## config.mk

```make
export PLATFORM = sky130hd
export DESIGN_NAME = dspc_ctrl
export DESIGN_NICKNAME = d
export VERILOG_FILES = /design/src/include/dspc_pkg.sv /design/src/rtl/dspc_sync.sv /design/src/rtl/dspc_ctrl.sv
export VERILOG_INCLUDE_DIRS = /design/src /design/src/include
export SDC_FILE = /design/constraint.sdc
export NUM_CORES = 1
export LEC_CHECK = 0
export BUFFER_PORTS_ARGS = -buffer_cell sky130_fd_sc_hd__buf_2
export CORE_ASPECT_RATIO = 0.6
export CORE_UTILIZATION = 50
export DETAILED_ROUTE_END_ITERATION = 6
export GPL_TIMING_DRIVEN = 0
export PLACE_DENSITY = 0.84
export SETUP_SLACK_MARGIN = 0.02
export SYNTH_ARGS = -nofsm -noshare
export SYNTH_HDL_FRONTEND = slang
export SYNTH_SLANG_ARGS = --single-unit
```

## constraint.sdc

```tcl
create_clock -name CLK -period 3.8 [get_ports CLK]
set_input_delay 0 -clock CLK [delete_from_list [all_inputs] [get_ports CLK]]
set_output_delay 0 -clock CLK [all_outputs]
set_load 0.1 [all_outputs]
```

## src/include/dspc_consts.svh

```systemverilog
// Timing counts and phase-select codes for the dual-slope phase controller.
// Assumes a 100 MHz CLK; counts are derived from times in their own units.
`ifndef DSPC_CONSTS_SVH
`define DSPC_CONSTS_SVH
`define DSPC_CLK_MHZ 100
`define DSPC_CODE_AUTO_ZERO 2'h1
`define DSPC_CODE_INTEGRATE 2'h2
`define DSPC_CODE_DEINTEGRATE 2'h3
`define DSPC_CODE_INT_ZERO 2'h0
`define DSPC_INT_TIME_MS 100
`define DSPC_AZ_TIME_MS 100
`define DSPC_INT_CYCLES (`DSPC_INT_TIME_MS * 1000 * `DSPC_CLK_MHZ)
`define DSPC_AZ_CYCLES (`DSPC_AZ_TIME_MS * 1000 * `DSPC_CLK_MHZ)
`define DSPC_REFERENCE_DEINTEGRATE_PHASE_FACTOR 2
`define DSPC_INTEGRATOR_ZERO_PHASE_TIME_MS 10
`define DSPC_INTEGRATOR_ZERO_PHASE_CYCLES (`DSPC_INTEGRATOR_ZERO_PHASE_TIME_MS * 1000 * `DSPC_CLK_MHZ)
`define DSPC_AVG_LOG2 4
`define DSPC_SYNC_SETTLE 5
`endif

```

## src/include/dspc_pkg.sv

```systemverilog
// Types for the dual-slope phase controller.
// Assumes dspc_consts.svh supplies the numeric constants.
package dspc_pkg;
  typedef enum logic [5:0] {
    DSPC_IDLE = 6'h01,
    DSPC_AZ = 6'h02,
    DSPC_INT = 6'h04,
    DSPC_REFERENCE_DEINTEGRATE_PHASE = 6'h08,
    DSPC_INTEGRATOR_ZERO_PHASE = 6'h10,
    DSPC_DONE = 6'h20
  } dspc_state_t;
endpackage

```

## src/rtl/dspc_sync.sv

```systemverilog
// Three-stage pin synchroniser with agreement-based change detection.
// Assumes an asynchronous pin input on a single clock domain.
`timescale 1ns/100ps
module dspc_sync (
  input wire logic clk,
  input wire logic rst,
  input wire logic pin,
  output logic level,
  output logic fell,
  output logic rose
);
  logic s1_q;
  logic s2_q;
  logic s3_q;
  logic lvl_q;
  wire agree = (s2_q == s3_q);
  always_ff @(posedge clk) begin
    if (rst) begin
      s1_q <= 1'b0;
      s2_q <= 1'b0;
      s3_q <= 1'b0;
      lvl_q <= 1'b0;
    end else begin
      s1_q <= pin;
      s2_q <= s1_q;
      s3_q <= s2_q;
      if (agree) begin
        lvl_q <= s3_q;
      end
    end
  end
  assign level = lvl_q;
  assign fell = agree && lvl_q && !s3_q;
  assign rose = agree && !lvl_q && s3_q;
endmodule

```

## src/rtl/dspc_ctrl.sv

```systemverilog
// Conversion controller that sequences a dual-slope front end via two pins.
// Assumes the comparator pin is asynchronous; phase pins drive CMOS inputs.
`timescale 1ns/100ps
`include "dspc_consts.svh"
module dspc_ctrl #(
  parameter int CNT_W = 32,
  parameter int INT_CYCLES = `DSPC_INT_CYCLES,
  parameter int AZ_CYCLES = `DSPC_AZ_CYCLES,
  parameter int REFERENCE_DEINTEGRATE_PHASE_FACTOR = `DSPC_REFERENCE_DEINTEGRATE_PHASE_FACTOR,
  parameter int INTEGRATOR_ZERO_PHASE_CYCLES = `DSPC_INTEGRATOR_ZERO_PHASE_CYCLES,
  parameter int AVG_LOG2 = `DSPC_AVG_LOG2
) (
  input wire logic CLK,
  input wire logic RST,
  input wire logic START,
  input wire logic AVG_EN,
  input wire logic COMP_IN,
  output logic PHASE_SEL_A,
  output logic PHASE_SEL_B,
  output logic BUSY,
  output logic DONE,
  output logic SIGN,
  output logic OVER_RANGE,
  output logic INTEGRATOR_ZERO_PHASE_TIMEOUT,
  output logic [CNT_W-1:0] MAGNITUDE,
  output logic AVG_VALID,
  output logic [CNT_W+AVG_LOG2:0] AVG_SUM,
  output logic COMP_LEVEL
);
  localparam logic [CNT_W-1:0] INT_LAST = CNT_W'(INT_CYCLES - 1);
  localparam logic [CNT_W-1:0] AZ_LAST = CNT_W'(AZ_CYCLES - 1);
  localparam logic [CNT_W-1:0] REFERENCE_DEINTEGRATE_PHASE_MAX = CNT_W'(REFERENCE_DEINTEGRATE_PHASE_FACTOR * INT_CYCLES);
  localparam logic [CNT_W-1:0] INTEGRATOR_ZERO_PHASE_LAST = CNT_W'(INTEGRATOR_ZERO_PHASE_CYCLES - 1);
  // Cycles before a level left over from deintegration clears the synchroniser
  localparam logic [CNT_W-1:0] SETTLE = CNT_W'(`DSPC_SYNC_SETTLE);
  localparam int AVG_N = 1 << AVG_LOG2;

  dspc_pkg::dspc_state_t state_q;
  dspc_pkg::dspc_state_t state_d;
  logic [CNT_W-1:0] cnt_q;
  logic [1:0] code_q;
  logic sign_q;
  logic over_q;
  logic done_q;
  logic integrator_zero_phase_to_q;
  logic [CNT_W-1:0] mag_q;
  logic [AVG_LOG2:0] avg_cnt_q;
  logic [CNT_W+AVG_LOG2:0] acc_q;
  logic [CNT_W+AVG_LOG2:0] avg_sum_q;
  logic avg_valid_q;
  logic comp_level_q;
  logic busy_q;
  logic comp_lvl;
  logic comp_fell;
  logic comp_rose;

  ////////////////////////////////////////////////////////////////////////////
  dspc_sync u_sync (
    .clk(CLK),
    .rst(RST),
    .pin(COMP_IN),
    .level(comp_lvl),
    .fell(comp_fell),
    .rose(comp_rose)
  );

  ////////////////////////////////////////////////////////////////////////////
  wire in_az = (state_q == dspc_pkg::DSPC_AZ);
  wire in_int = (state_q == dspc_pkg::DSPC_INT);
  wire in_reference_deintegrate_phase = (state_q == dspc_pkg::DSPC_REFERENCE_DEINTEGRATE_PHASE);
  wire in_integrator_zero_phase = (state_q == dspc_pkg::DSPC_INTEGRATOR_ZERO_PHASE);
  wire az_end = in_az && (cnt_q == AZ_LAST);
  wire int_end = in_int && (cnt_q == INT_LAST);
  wire reference_deintegrate_phase_edge = in_reference_deintegrate_phase && comp_fell;
  wire reference_deintegrate_phase_limit = in_reference_deintegrate_phase && !comp_fell && (cnt_q == REFERENCE_DEINTEGRATE_PHASE_MAX);
  wire integrator_zero_phase_high = in_integrator_zero_phase && comp_lvl && (cnt_q >= SETTLE);
  wire integrator_zero_phase_limit = in_integrator_zero_phase && !integrator_zero_phase_high && (cnt_q == INTEGRATOR_ZERO_PHASE_LAST);
  wire cnt_clear = az_end || int_end || reference_deintegrate_phase_edge || reference_deintegrate_phase_limit || (state_d != state_q);
  wire [CNT_W+AVG_LOG2:0] mag_ext = {{(AVG_LOG2+1){1'b0}}, cnt_q};
  wire [CNT_W+AVG_LOG2:0] signed_mag = sign_q ? mag_ext : (~mag_ext + 1'b1);
  wire avg_last = (avg_cnt_q == (AVG_LOG2+1)'(AVG_N - 1));

  function automatic logic [1:0] code_of(input dspc_pkg::dspc_state_t s);
    case (s)
      dspc_pkg::DSPC_INT: code_of = `DSPC_CODE_INTEGRATE;
      dspc_pkg::DSPC_REFERENCE_DEINTEGRATE_PHASE: code_of = `DSPC_CODE_DEINTEGRATE;
      dspc_pkg::DSPC_INTEGRATOR_ZERO_PHASE: code_of = `DSPC_CODE_INT_ZERO;
      default: code_of = `DSPC_CODE_AUTO_ZERO;
    endcase
  endfunction

  always_comb begin
    state_d = state_q;
    case (state_q)
      dspc_pkg::DSPC_IDLE: begin
        if (START) begin
          state_d = dspc_pkg::DSPC_AZ;
        end
      end
      dspc_pkg::DSPC_AZ: begin
        if (az_end) begin
          state_d = dspc_pkg::DSPC_INT;
        end
      end
      dspc_pkg::DSPC_INT: begin
        if (int_end) begin
          state_d = dspc_pkg::DSPC_REFERENCE_DEINTEGRATE_PHASE;
        end
      end
      dspc_pkg::DSPC_REFERENCE_DEINTEGRATE_PHASE: begin
        if (reference_deintegrate_phase_edge || reference_deintegrate_phase_limit) begin
          state_d = dspc_pkg::DSPC_INTEGRATOR_ZERO_PHASE;
        end
      end
      dspc_pkg::DSPC_INTEGRATOR_ZERO_PHASE: begin
        if (integrator_zero_phase_high || integrator_zero_phase_limit) begin
          state_d = dspc_pkg::DSPC_DONE;
        end
      end
      dspc_pkg::DSPC_DONE: begin
        if (START) begin
          state_d = dspc_pkg::DSPC_AZ;
        end
      end
      default: state_d = dspc_pkg::DSPC_IDLE;
    endcase
  end

  ////////////////////////////////////////////////////////////////////////////
  always_ff @(posedge CLK) begin
    if (RST) begin
      state_q <= dspc_pkg::DSPC_IDLE;
      cnt_q <= '0;
      code_q <= `DSPC_CODE_AUTO_ZERO;
      busy_q <= 1'b0;
    end else begin
      state_q <= state_d;
      cnt_q <= cnt_clear ? '0 : cnt_q + 1'b1;
      code_q <= code_of(state_d);
      busy_q <= !((state_d == dspc_pkg::DSPC_IDLE) || (state_d == dspc_pkg::DSPC_DONE));
    end
  end

  always_ff @(posedge CLK) begin
    if (RST) begin
      sign_q <= 1'b0;
      over_q <= 1'b0;
      mag_q <= '0;
      done_q <= 1'b0;
      integrator_zero_phase_to_q <= 1'b0;
      comp_level_q <= 1'b0;
    end else begin
      done_q <= 1'b0;
      comp_level_q <= comp_lvl;
      if (int_end) begin
        sign_q <= comp_lvl;
      end
      if (reference_deintegrate_phase_edge || reference_deintegrate_phase_limit) begin
        mag_q <= cnt_q;
        over_q <= reference_deintegrate_phase_limit;
      end
      if (integrator_zero_phase_high || integrator_zero_phase_limit) begin
        done_q <= 1'b1;
        integrator_zero_phase_to_q <= integrator_zero_phase_limit;
      end
    end
  end

  // Averaging accumulates signed results over AVG_N conversions
  always_ff @(posedge CLK) begin
    if (RST) begin
      avg_cnt_q <= '0;
      acc_q <= '0;
      avg_sum_q <= '0;
      avg_valid_q <= 1'b0;
    end else begin
      avg_valid_q <= 1'b0;
      if (!AVG_EN) begin
        avg_cnt_q <= '0;
        acc_q <= '0;
      end else if (reference_deintegrate_phase_edge || reference_deintegrate_phase_limit) begin
        if (avg_last) begin
          avg_sum_q <= acc_q + signed_mag;
          avg_valid_q <= 1'b1;
          acc_q <= '0;
          avg_cnt_q <= '0;
        end else begin
          acc_q <= acc_q + signed_mag;
          avg_cnt_q <= avg_cnt_q + 1'b1;
        end
      end
    end
  end

  ////////////////////////////////////////////////////////////////////////////
  assign PHASE_SEL_A = code_q[1];
  assign PHASE_SEL_B = code_q[0];
  assign BUSY = busy_q;
  assign DONE = done_q;
  assign SIGN = sign_q;
  assign OVER_RANGE = over_q;
  assign INTEGRATOR_ZERO_PHASE_TIMEOUT = integrator_zero_phase_to_q;
  assign MAGNITUDE = mag_q;
  assign AVG_VALID = avg_valid_q;
  assign AVG_SUM = avg_sum_q;
  assign COMP_LEVEL = comp_level_q;
endmodule

```

======== Word-level counts from Yosys, hierarchy flattened ========
Cells that the tools add are included.
Widths: inputs -> output; s select.
operators by class
  add/sub/neg operators ................... 4
  multiply operators ...................... 0
  div/mod/pow operators ................... 0
  order comparisons ....................... 1
  equality and inequality tests ........... 17
  shifts and indexed selects .............. 0
  muxes and demuxes ....................... 12
  bitwise operators ....................... 3
  reductions and logical operators ........ 27
operator list
  kind                   count
  $mux 37                2
  $add 37x1->37 const B  1
  $add 37x37->37         1
  $not 32->37            1
  $add 32x1->32 const B  1
  $eq 32x20->1 const B   1
  $eq 32x24->1 const B   1
  $eq 32x25->1 const B   1
  $ge 32x3->1 const B    1
  $mux 6                 5
  $pmux 6 s5             1
  $eq 6x1->1 const B     2
  $eq 6x3->1 const B     2
  $eq 6x4->1 const B     2
  $eq 6x5->1 const B     2
  $eq 6x6->1 const B     2
  $logic_and 1x1->1      11
  $logic_or 1x1->1       7
  $eq 6x2->1 const B     1
  $ne 6x6->1             1
  $pmux 2 s3             1
  $reduce_or 2->1        3
  $add 5x1->5 const B    1
  $eq 5x4->1 const B     1
  7 further kinds        12
storage, ports and cells
  register bits ........................... 162
  bits in latches ......................... 0
  RAM bits ................................ 0
  ROM bits ................................ 0
  word-level logic and storage cells ...... 82
  memories ................................ 0

======== Depth between registers and ports, before layout ========
Gate-level depths: netlist of the first run.
  depth after elaboration ................. 12
  depth in mapped cells ................... 20
  gate-level depth less buffers ........... 19

======== Cells and area by module ========
A second synthesis of the first run with hierarchy kept.
second synthesis, totals
  cell total of the unflattened synthesis .. 1160
  area, all modules ....................... 9018.6 µm²
modules (own cells, without submodules)
  module     times used  cells each  area each (µm²)
  dspc_ctrl  1           1148        8888.5
  dspc_sync  1           12          130.1

======== Worst setup path after synthesis of the first run ========
Ideal clock, no wire load.
  path kind ............................... register to register
  start ................................... register sign_q (netlist: SIGN)
  end ..................................... register avg_sum_q[29] (netlist: AVG_SUM[29])
  setup time .............................. 0.075 ns
  arrival ................................. 4.314 ns
  data required time ...................... 3.725 ns
  slack ................................... -0.589 ns
  stages on the path, launching flop included .. 16
  buffers on the path ..................... 3
  cells stage by stage .................... dfxtp_1 -> clkbuf_1 -> buf_1 -> nor2_1 -> xor2_1 -> ha_1 -> clkbuf_1 -> nand3_1 -> nor2_1 -> a2111oi_0 -> a311oi_1 -> o31a_1 -> o21ai_0 -> nand2b_1 -> or4b_1 -> a31oi_1
on the way
  longest elaborated chain between the ends .. 2
ends and longest elaborated chain
  item                    RTL line          text
  from (decl)             dspc_ctrl.sv:42   logic sign_q;
  from (signal assigned)  dspc_ctrl.sv:156  sign_q <= comp_lvl;
  $mux 37                 dspc_ctrl.sv:80   wire [CNT_W+AVG_LOG2:0] signed_mag = sign_q ? mag_ext : (~mag_ext + 1'b1);
  $add 37x37->37          dspc_ctrl.sv:183  avg_sum_q <= acc_q + signed_mag;
  to (signal assigned)    dspc_ctrl.sv:183
  to (decl)               dspc_ctrl.sv:49   logic [CNT_W+AVG_LOG2:0] avg_sum_q;
No other way between the ends.
A chain may end at the register's enable or synchronous reset.

======== Final worst setup path of the first run ========
  start ................................... register cnt_q[14]
  end ..................................... register avg_sum_q[36] (netlist: AVG_SUM[36])
on the way
  longest elaborated chain between the ends .. 4
  elaborated cells between the ends (all ways) .. 8
  those cells by class .................... add/sub: 2; eq/ne: 1; mux: 1; bitwise: 1; reduce/logical: 3
ends and longest elaborated chain
  item                                                RTL line                           text
  from (decl)                                         dspc_ctrl.sv:40                    logic [CNT_W-1:0] cnt_q;
  from (signal assigned)                              dspc_ctrl.sv:138                   cnt_q <= cnt_clear ? '0 : cnt_q + 1'b1;
  $not 32->37 or $eq 32x25->1 (tied branches)         dspc_ctrl.sv:80, dspc_ctrl.sv:75
  $add 37x1->37 or $logic_and 1x1->1 (tied branches)  dspc_ctrl.sv:80, dspc_ctrl.sv:75
  $mux 37 or $logic_or 1x1->1 (tied branches)         dspc_ctrl.sv:80, dspc_ctrl.sv:181
  $add 37x37->37 or $reduce_and 3->1 (tied branches)  -
Parallel ways exist; a longest one is shown, timed or not.

==> results of run 1 <==
[sequential cells by signal (all words and copies together) (netlist names), 2 cells and up]
register	cells
MAGNITUDE	32
acc_q	37
avg_cnt_q	5
code_q	2
state_q	6
cnt_q	32
AVG_SUM	37
[through the flow]
stage	utilization, %	cell area, sq um	hold slack, ns	setup TNS (ns)	setup slack (ns)
floorplan	-	9012	0.1282	-1.492	-0.2804
global placement	56.11	9716	0.2219	-17.51	-0.8307
detailed placement	56.11	9716	0.2367	-22.05	-0.9120
CTS	64.30	11130	0.1312	-4.653	-0.4105
global route	66.27	11470	0.1880	-10.85	-0.5941
finish	66.27	11470	0.1639	-7.138	-0.4826
[cell families (layout without fill, tap and decap cells)]
group	after synthesis	after routing	share of synthesized area [%]
simple gates	475	475	25.04
compound gates	267	267	18.66
flops	162	162	36.24
buf+inv	106	266	4.865
xor+xnor	92	92	9.157
fa+ha+maj	41	41	5.816
mux	2	2	0.2237
[cell usage after synthesis (3+ instances only)]
cell	number
nand2_1	178
dfxtp_1	162
nor2_1	133
a21oi_1	126
clkbuf_1	69
xor2_1	52
ha_1	40
nand3_1	39
xnor2_1	39
o21ai_0	30
a22oi_1	23
inv_1	22
and3_1	16
a21o_1	14
nor2b_1	13
nor3_1	12
a211oi_1	11
nor4_1	11
o21a_1	11
nand4_1	8
or2_2	8
buf_1	7
nand2b_1	7
nor4b_1	7
nand3b_1	6
nand4b_1	6
o211ai_1	6
a211o_1	5
and2_1	5
a221oi_1	4
a31oi_1	4
and4_1	4
buf_6	4
nor3b_1	4
o21bai_1	4
o31ai_1	4
a31o_2	3
buf_2	3
o31a_1	3
or3_1	3
or4_1	3
[what timing repair did]
action | 4_1_cts | 5_1_grt
buffers inserted | 50 | 17
gates cloned | 0 | 0
pin swaps | 64 | 36
gates resized for setup | 104 | 55
hold endpoints to repair | 4 | 0
hold buffers | 2 | 0
endpoints found under the setup margin | 66 | 72
[power by group through the flow]
stage                     clock network (W)  registers, W  logic, W
after floorplan                           0       0.00176  0.000499
after global placement                    0       0.00175  0.000660
after detailed placement                  0       0.00175  0.000672
after CTS                           0.00192       0.00171  0.000820
after global routing                0.00201       0.00171  0.000992
final                               0.00192       0.00171  0.000943
[critical path, cell delays in order, from the launching register on]
cell and delay, ns:
dfxtp_1 0.31, buf_6 0.13, nor4_4 0.23, nand2b_1 0.11, or4_4 0.47, nor2_4 0.14
nand3_2 0.09, or2_4 0.27, nor2_2 0.09, nor2_1 0.06, xnor2_1 0.17, ha_2 0.34
a21o_1 0.14, a21o_1 0.13, a21oi_2 0.07, and3b_1 0.17, or3_1 0.33, or2_4 0.26
a31o_4 0.23, xnor3_1 0.21, a211oi_2 0.24
[how the worst min path moves through the flow]
stage	from	end	slack, ns	depth (start not counted)
after global routing	RST	avg_cnt_q[4]	0.19	5
after floorplan	COMP_IN	u_sync.s1_q	0.13	1
after global placement	COMP_IN	u_sync.s1_q	0.22	2
final	AVG_EN	acc_q[29]	0.16	4
after detailed placement	COMP_IN	u_sync.s1_q	0.24	2
after CTS	RST	avg_cnt_q[4]	0.13	5
[per-layer routing]
metal | routed length (microns) | vias to the layer above
li1 | - | 4279
met1 | 12370 | 4434
met2 | 12850 | 607
met3 | 3536 | 80
met4 | 712 | 0
met5 | 0 | -
[area by class of cell]
class	count	area (sq um)	area share, %
Multi-Input combinational cell	877	5952	51.88
Sequential cell	162	3263	28.44
Timing Repair Buffer	147	944.7	8.233
Clock buffer	19	452.9	3.948
Tap cell	234	292.8	2.552
Buffer	65	289.0	2.519
Clock inverter	13	196.4	1.712
Inverter	22	82.58	0.7197
==> summary.txt, run 1 <==
Run status
  – Run status: finished, violations left
  – Failing checks: setup timing

Logic synthesis
  – Count of cell types in the netlist: 68
  – Top FF cell, synth: dfxtp_1
  – Area contributors post-synth: dfxtp_1 36%, nand2_1 7.5%, a21oi_1 7.0%
  – Cell type with the highest aggregate area in the netlist: dfxtp_1
  – Avg Cell Area, Syn: 7.816 sq um
  – Sequential element share of the synthesized area: 36.24%
  – Number of flip-flops and latches in the synthesized netlist: 162
  – Warnings from Yosys: 0
  – Syn nets: 1191
  – Summed instance area of the synthesized netlist: 8950 sq um
  – Synthesized instance count: 1145
  – Synth top area share: 36.24%
  – Number of enable-type register cells in the synthesized netlist: 0
  – Fraction of registers with async set/reset: 0%

Power and ir drop
  – Clk pwr share: 41.9%
  – Switching Share: 29.29%
  – Combinational Power Share: 20.6%
  – Internal power component: 0.003234 W
  – Psw: 0.001340 W
  – Peak VDD IR: 0.0003170 V
  – Static leakage power: 4.826 nW
  – Final Power: 0.004574 W
  – Flop pwr share: 37.5%
  – Power per Cell Area: 398.7 nW/um^2

Final layout
  – Synth-to-layout area growth: 28.20%
  – Ratio of cells with drive above 1 in the final layout: 23.37%
  – Cell Count, Final, Fillers Out: 1539
  – Number of nets at the end of the flow: 1338
  – Number of antenna repair diodes: 0
  – Most common cell after layout, fill and taps aside: nand2_1
  – Most frequent cells in the layout: 175 x nand2_1, 152 x dfxtp_1, 119 x nor2_1, 115 x a21oi_1, 86 x buf_2
  – Fill cell count: 1368

Global routing
  – Initial antenna violation count: 0
  – Global-route wire length before repair: 44320 microns
  – Pin count of the biggest net entering global routing: 17
  – Grt ovf: 0
  – Met3 capacity usage during global routing: 8.261%
  – Met2 routing resource usage after global routing: 45.63%
  – Vias in the first global route: 8450
  – Global routing usage summed across all routing layers: 30.61%
  – Most crowded layer after global routing: met2
  – Met1 Track Usage GR: 42.90%

Timing
  – Final worst slack: -0.4826 ns
  – RSZ-0062 raised after global routing: yes
  – Count of final setup violators: 27
  – Max Slew Vio Count: 0
  – Worst slew pin tran: 0.9114 ns
  – Highest Clock Rate: 0.2335 GHz
  – Max Clock Skew: 0.01527 ns
  – Hold violation total from the final report: 0
  – Slew headroom: 39.24%
  – Final Cycle Share: 112.7%
  – Tmin final: 4.283 ns

Setup path
  – Critical path endpoint: AVG_SUM[36]
  – Worst R2R End: AVG_SUM[36]
  – CP Max Fanout: 6
  – Launching element type of the critical path: register
  – Crit path from: cnt_q[14]
  – Kind of end point of the critical path: register
  – Data arrival time of the critical path: 4.63 ns
  – FF-to-FF path depth: 20
  – Category of the critical setup timing path: register to register
  – Setup slack of the worst register-to-register path: -0.48 ns
  – Reg2reg start: cnt_q[14]
  – Worst Path Required: 4.15 ns

Clock tree
  – Clock Sink Count: 162
  – Num CTS Buffers: 17
  – CTS clock-pin slew for the worst setup and hold paths: 0.07 ns
  – Clock root cell: clkbuf_16
  – Clock Latency Late Sink: 0.45 ns
  – CTS tree: built
  – H-Tree Depth: 4
  – Number of buffers on the longest clock path: 2

Routing
  – Final WL: 29470 microns
  – Number of vias after detailed routing: 9400
  – Initial drt markers: 1223
  – Number of nets still failing antenna checks after routing: 0
  – Number of iterations in the first detailed-routing pass: 5
  – Average via count per standard cell: 6.108
  – Avg WL per Cell: 19.15 microns
  – Post-route DRC violation count: 0

Worst hold path
  – Type of the most critical hold path: primary input to register

Floorplan
  – Die X: 174.7 microns
  – I/O pin count: 83
  – Standard-cell row count: 37
  – Initial core utilization: 51.69%
  – Core Area: 17310 sq um
  – DIE AREA: 18460 sq um
  – Die height: 105.6 microns

Place
  – Half-perimeter wire length after detailed placement: 19400 microns
  – Placed cell count: 1461
  – Final GP Congestion: 0.9676
  – Number of buffers inserted by port buffering: 82

Job
  – Total of max-cap violations: 0
No activity file was read; power rests on OpenSTA's default activity.
==> run 2: changes to the inputs <==
--- a/config.mk
+++ b/config.mk
@@ -6,9 +6,10 @@
 export SDC_FILE = /design/constraint.sdc
 export NUM_CORES = 1
 export LEC_CHECK = 0
-export BUFFER_PORTS_ARGS = -buffer_cell sky130_fd_sc_hd__buf_2
+export BUFFER_PORTS_ARGS = -buffer_cell sky130_fd_sc_hd__buf_4
 export CORE_ASPECT_RATIO = 0.6
 export CORE_UTILIZATION = 50
+export CTS_CLUSTER_DIAMETER = 200
 export DETAILED_ROUTE_END_ITERATION = 6
 export GPL_TIMING_DRIVEN = 0
 export PLACE_DENSITY = 0.84
==> summary.txt, run 2 (synthesis results as in run 1) <==
Place
  – Number of buffers inserted by port buffering: 82
  – Final GP Congestion: 0.9981
  – Half-perimeter wire length after detailed placement: 18990 microns
  – Placed cell count: 1461
  – Pre-CTS WS: -0.8767 ns

Timing
  – RSZ-0062 raised after global routing: yes
  – Hold violation total from the final report: 0
  – Max Slew Vio Count: 0
  – Worst slew pin tran: 0.8921 ns
  – Final Cycle Share: 112.0%
  – Slew headroom: 40.53%
  – Post-Route Hold Slack: 0.1498 ns
  – Tmin final: 4.257 ns
  – Count of final setup violators: 28
  – Final worst slack: -0.4567 ns
  – Highest Clock Rate: 0.2349 GHz
  – Max Clock Skew: 0.01277 ns

Floorplan
  – I/O pin count: 83
  – Initial core utilization: 51.69%
  – Standard-cell row count: 37
  – DIE AREA: 18460 sq um
  – Die X: 174.7 microns
  – Core Area: 17310 sq um
  – Die height: 105.6 microns

Setup path
  – Count of buffer and inverter cells on the critical path: 3
  – CP delay by family, top: simple AND/OR/NAND/NOR gates
  – CP Max Fanout: 6
  – Data arrival time of the critical path: 4.61 ns
  – Cells along the critical path: buf_6, nor4_4, nand2b_1, or4_4, buf_6, nor2_4, a21oi_2, xor2_1, ha_1, buf_4, o21a_4, a2111oi_4, nor2_1, o31a_1, o21ai_1, nand2b_1, or4b_1, a31oi_1
  – Kind of end point of the critical path: register
  – Category of the critical setup timing path: register to register
  – Maximum single-stage delay on the critical path: 0.50 ns
  – Launching element type of the critical path: register
  – Worst Path Required: 4.15 ns
  – Cell at the slowest stage of the critical path: or4b_1

Final layout
  – Number of antenna repair diodes: 0
  – Most common cell after layout, fill and taps aside: nand2_1
  – Synth-to-layout area growth: 31.68%
  – Post-layout util: 68.07%
  – Most frequent cells in the layout: 176 x nand2_1, 151 x buf_4, 149 x dfxtp_1, 121 x nor2_1, 113 x a21oi_1
  – Ratio of cells with drive above 1 in the final layout: 25.04%
  – Number of nets at the end of the flow: 1351
  – Cell Count, Final, Fillers Out: 1552

Power and ir drop
  – Final Power: 0.004621 W
  – Peak VDD IR: 0.0003423 V
  – Power per Cell Area: 392.1 nW/um^2
  – Static leakage power: 4.886 nW

Routing
  – Number of nets still failing antenna checks after routing: 0
  – Average via count per standard cell: 6.064
  – Number of vias after detailed routing: 9411
  – Avg WL per Cell: 19.06 microns
  – Post-route DRC violation count: 0
  – Initial drt markers: 1199
  – Final WL: 29590 microns
  – Number of iterations in the first detailed-routing pass: 6

Clock tree
  – Num CTS Buffers: 17
  – CTS clock-pin slew for the worst setup and hold paths: 0.07 ns
  – CTS tree: built
  – Clock Latency Late Sink: 0.44 ns
  – Number of buffers on the longest clock path: 2
  – Clock Sink Count: 162
  – H-Tree Depth: 4
  – Clock root cell: clkbuf_16

Global routing
  – Pin count of the biggest net entering global routing: 17
  – Grt ovf: 0
  – Initial antenna violation count: 0
  – Global-route wire length before repair: 44380 microns
  – Global routing usage summed across all routing layers: 30.58%
  – Vias in the first global route: 8544

Run status
  – Failing checks: setup timing
  – Run status: finished, violations left

Job
  – Total of max-cap violations: 0

Worst hold path
  – Type of the most critical hold path: primary input to register
==> run 2: layout make-up <==
class / count / area (sq um)
Clock buffer: 17 / 425.4
Timing Repair Buffer: 161 / 1247
Multi-Input combinational cell: 877 / 5969
Clock inverter: 15 / 216.5
Tap cell: 234 / 292.8
Sequential cell: 162 / 3269
Fill cell: 1300 / 5529
Inverter: 22 / 82.58
Buffer: 64 / 281.5
==> run 2: path summary, 6_finish.rpt <==
check                                 start           end  slack [ns]  depth (start not counted)
worst min register to register  AVG_SUM[19]   AVG_SUM[19]        0.46                          2
worst max register to register    cnt_q[14]   AVG_SUM[29]       -0.46                         18
worst max-delay path              cnt_q[14]   AVG_SUM[29]       -0.46                         18
worst min-delay path                    RST  avg_cnt_q[4]        0.15                          5
==> run 2: per-stage QoR <==
| stage | area (sq um) | setup TNS [ns] |
|---|---|---|
| 3_5_place_dp | 9921 | -20.06 |
| 5_1_grt | 11790 | -9.704 |
| 3_3_place_gp | 9921 | -17.33 |
| 6_report | 11790 | -7.039 |
| 2_1_floorplan | 9012 | -1.492 |
| 4_1_cts | 11350 | -3.258 |
==> run 2: what timing repair did <==
item	CTS	global route
setup buffers	57	25
pin swaps	65	52
setup endpoints to repair	61	90
hold buffers	2	0
endpoints found under the hold margin	4	0
gates resized for setup	87	80
==> run 2: worst min-delay path: stages <==
cell and delay, ns:
buf_4 0.11, nor2b_1 0.05, buf_1 0.21, nand2_1 0.13
a41oi_1 0.04
==> run 2: power by group <==
group | leakage (nW) | switching [W] | internal [W]
clock network | 0.313 | 0.000808 | 0.00112
registers | 1.31 | 0.00000815 | 0.00170
logic | 3.26 | 0.000571 | 0.000408
total | 4.89 | 0.00139 | 0.00323
==> run 2: layer usage <==
metal | up-vias | global-route usage [%] | part of all wire, %
li1 | 4293 | - | -
met5 | - | 0 | 0
met2 | 591 | 45.95 | 43
met3 | 99 | 7.973 | 12
met1 | 4428 | 42.07 | 42
met4 | 0 | 11.06 | 3.3
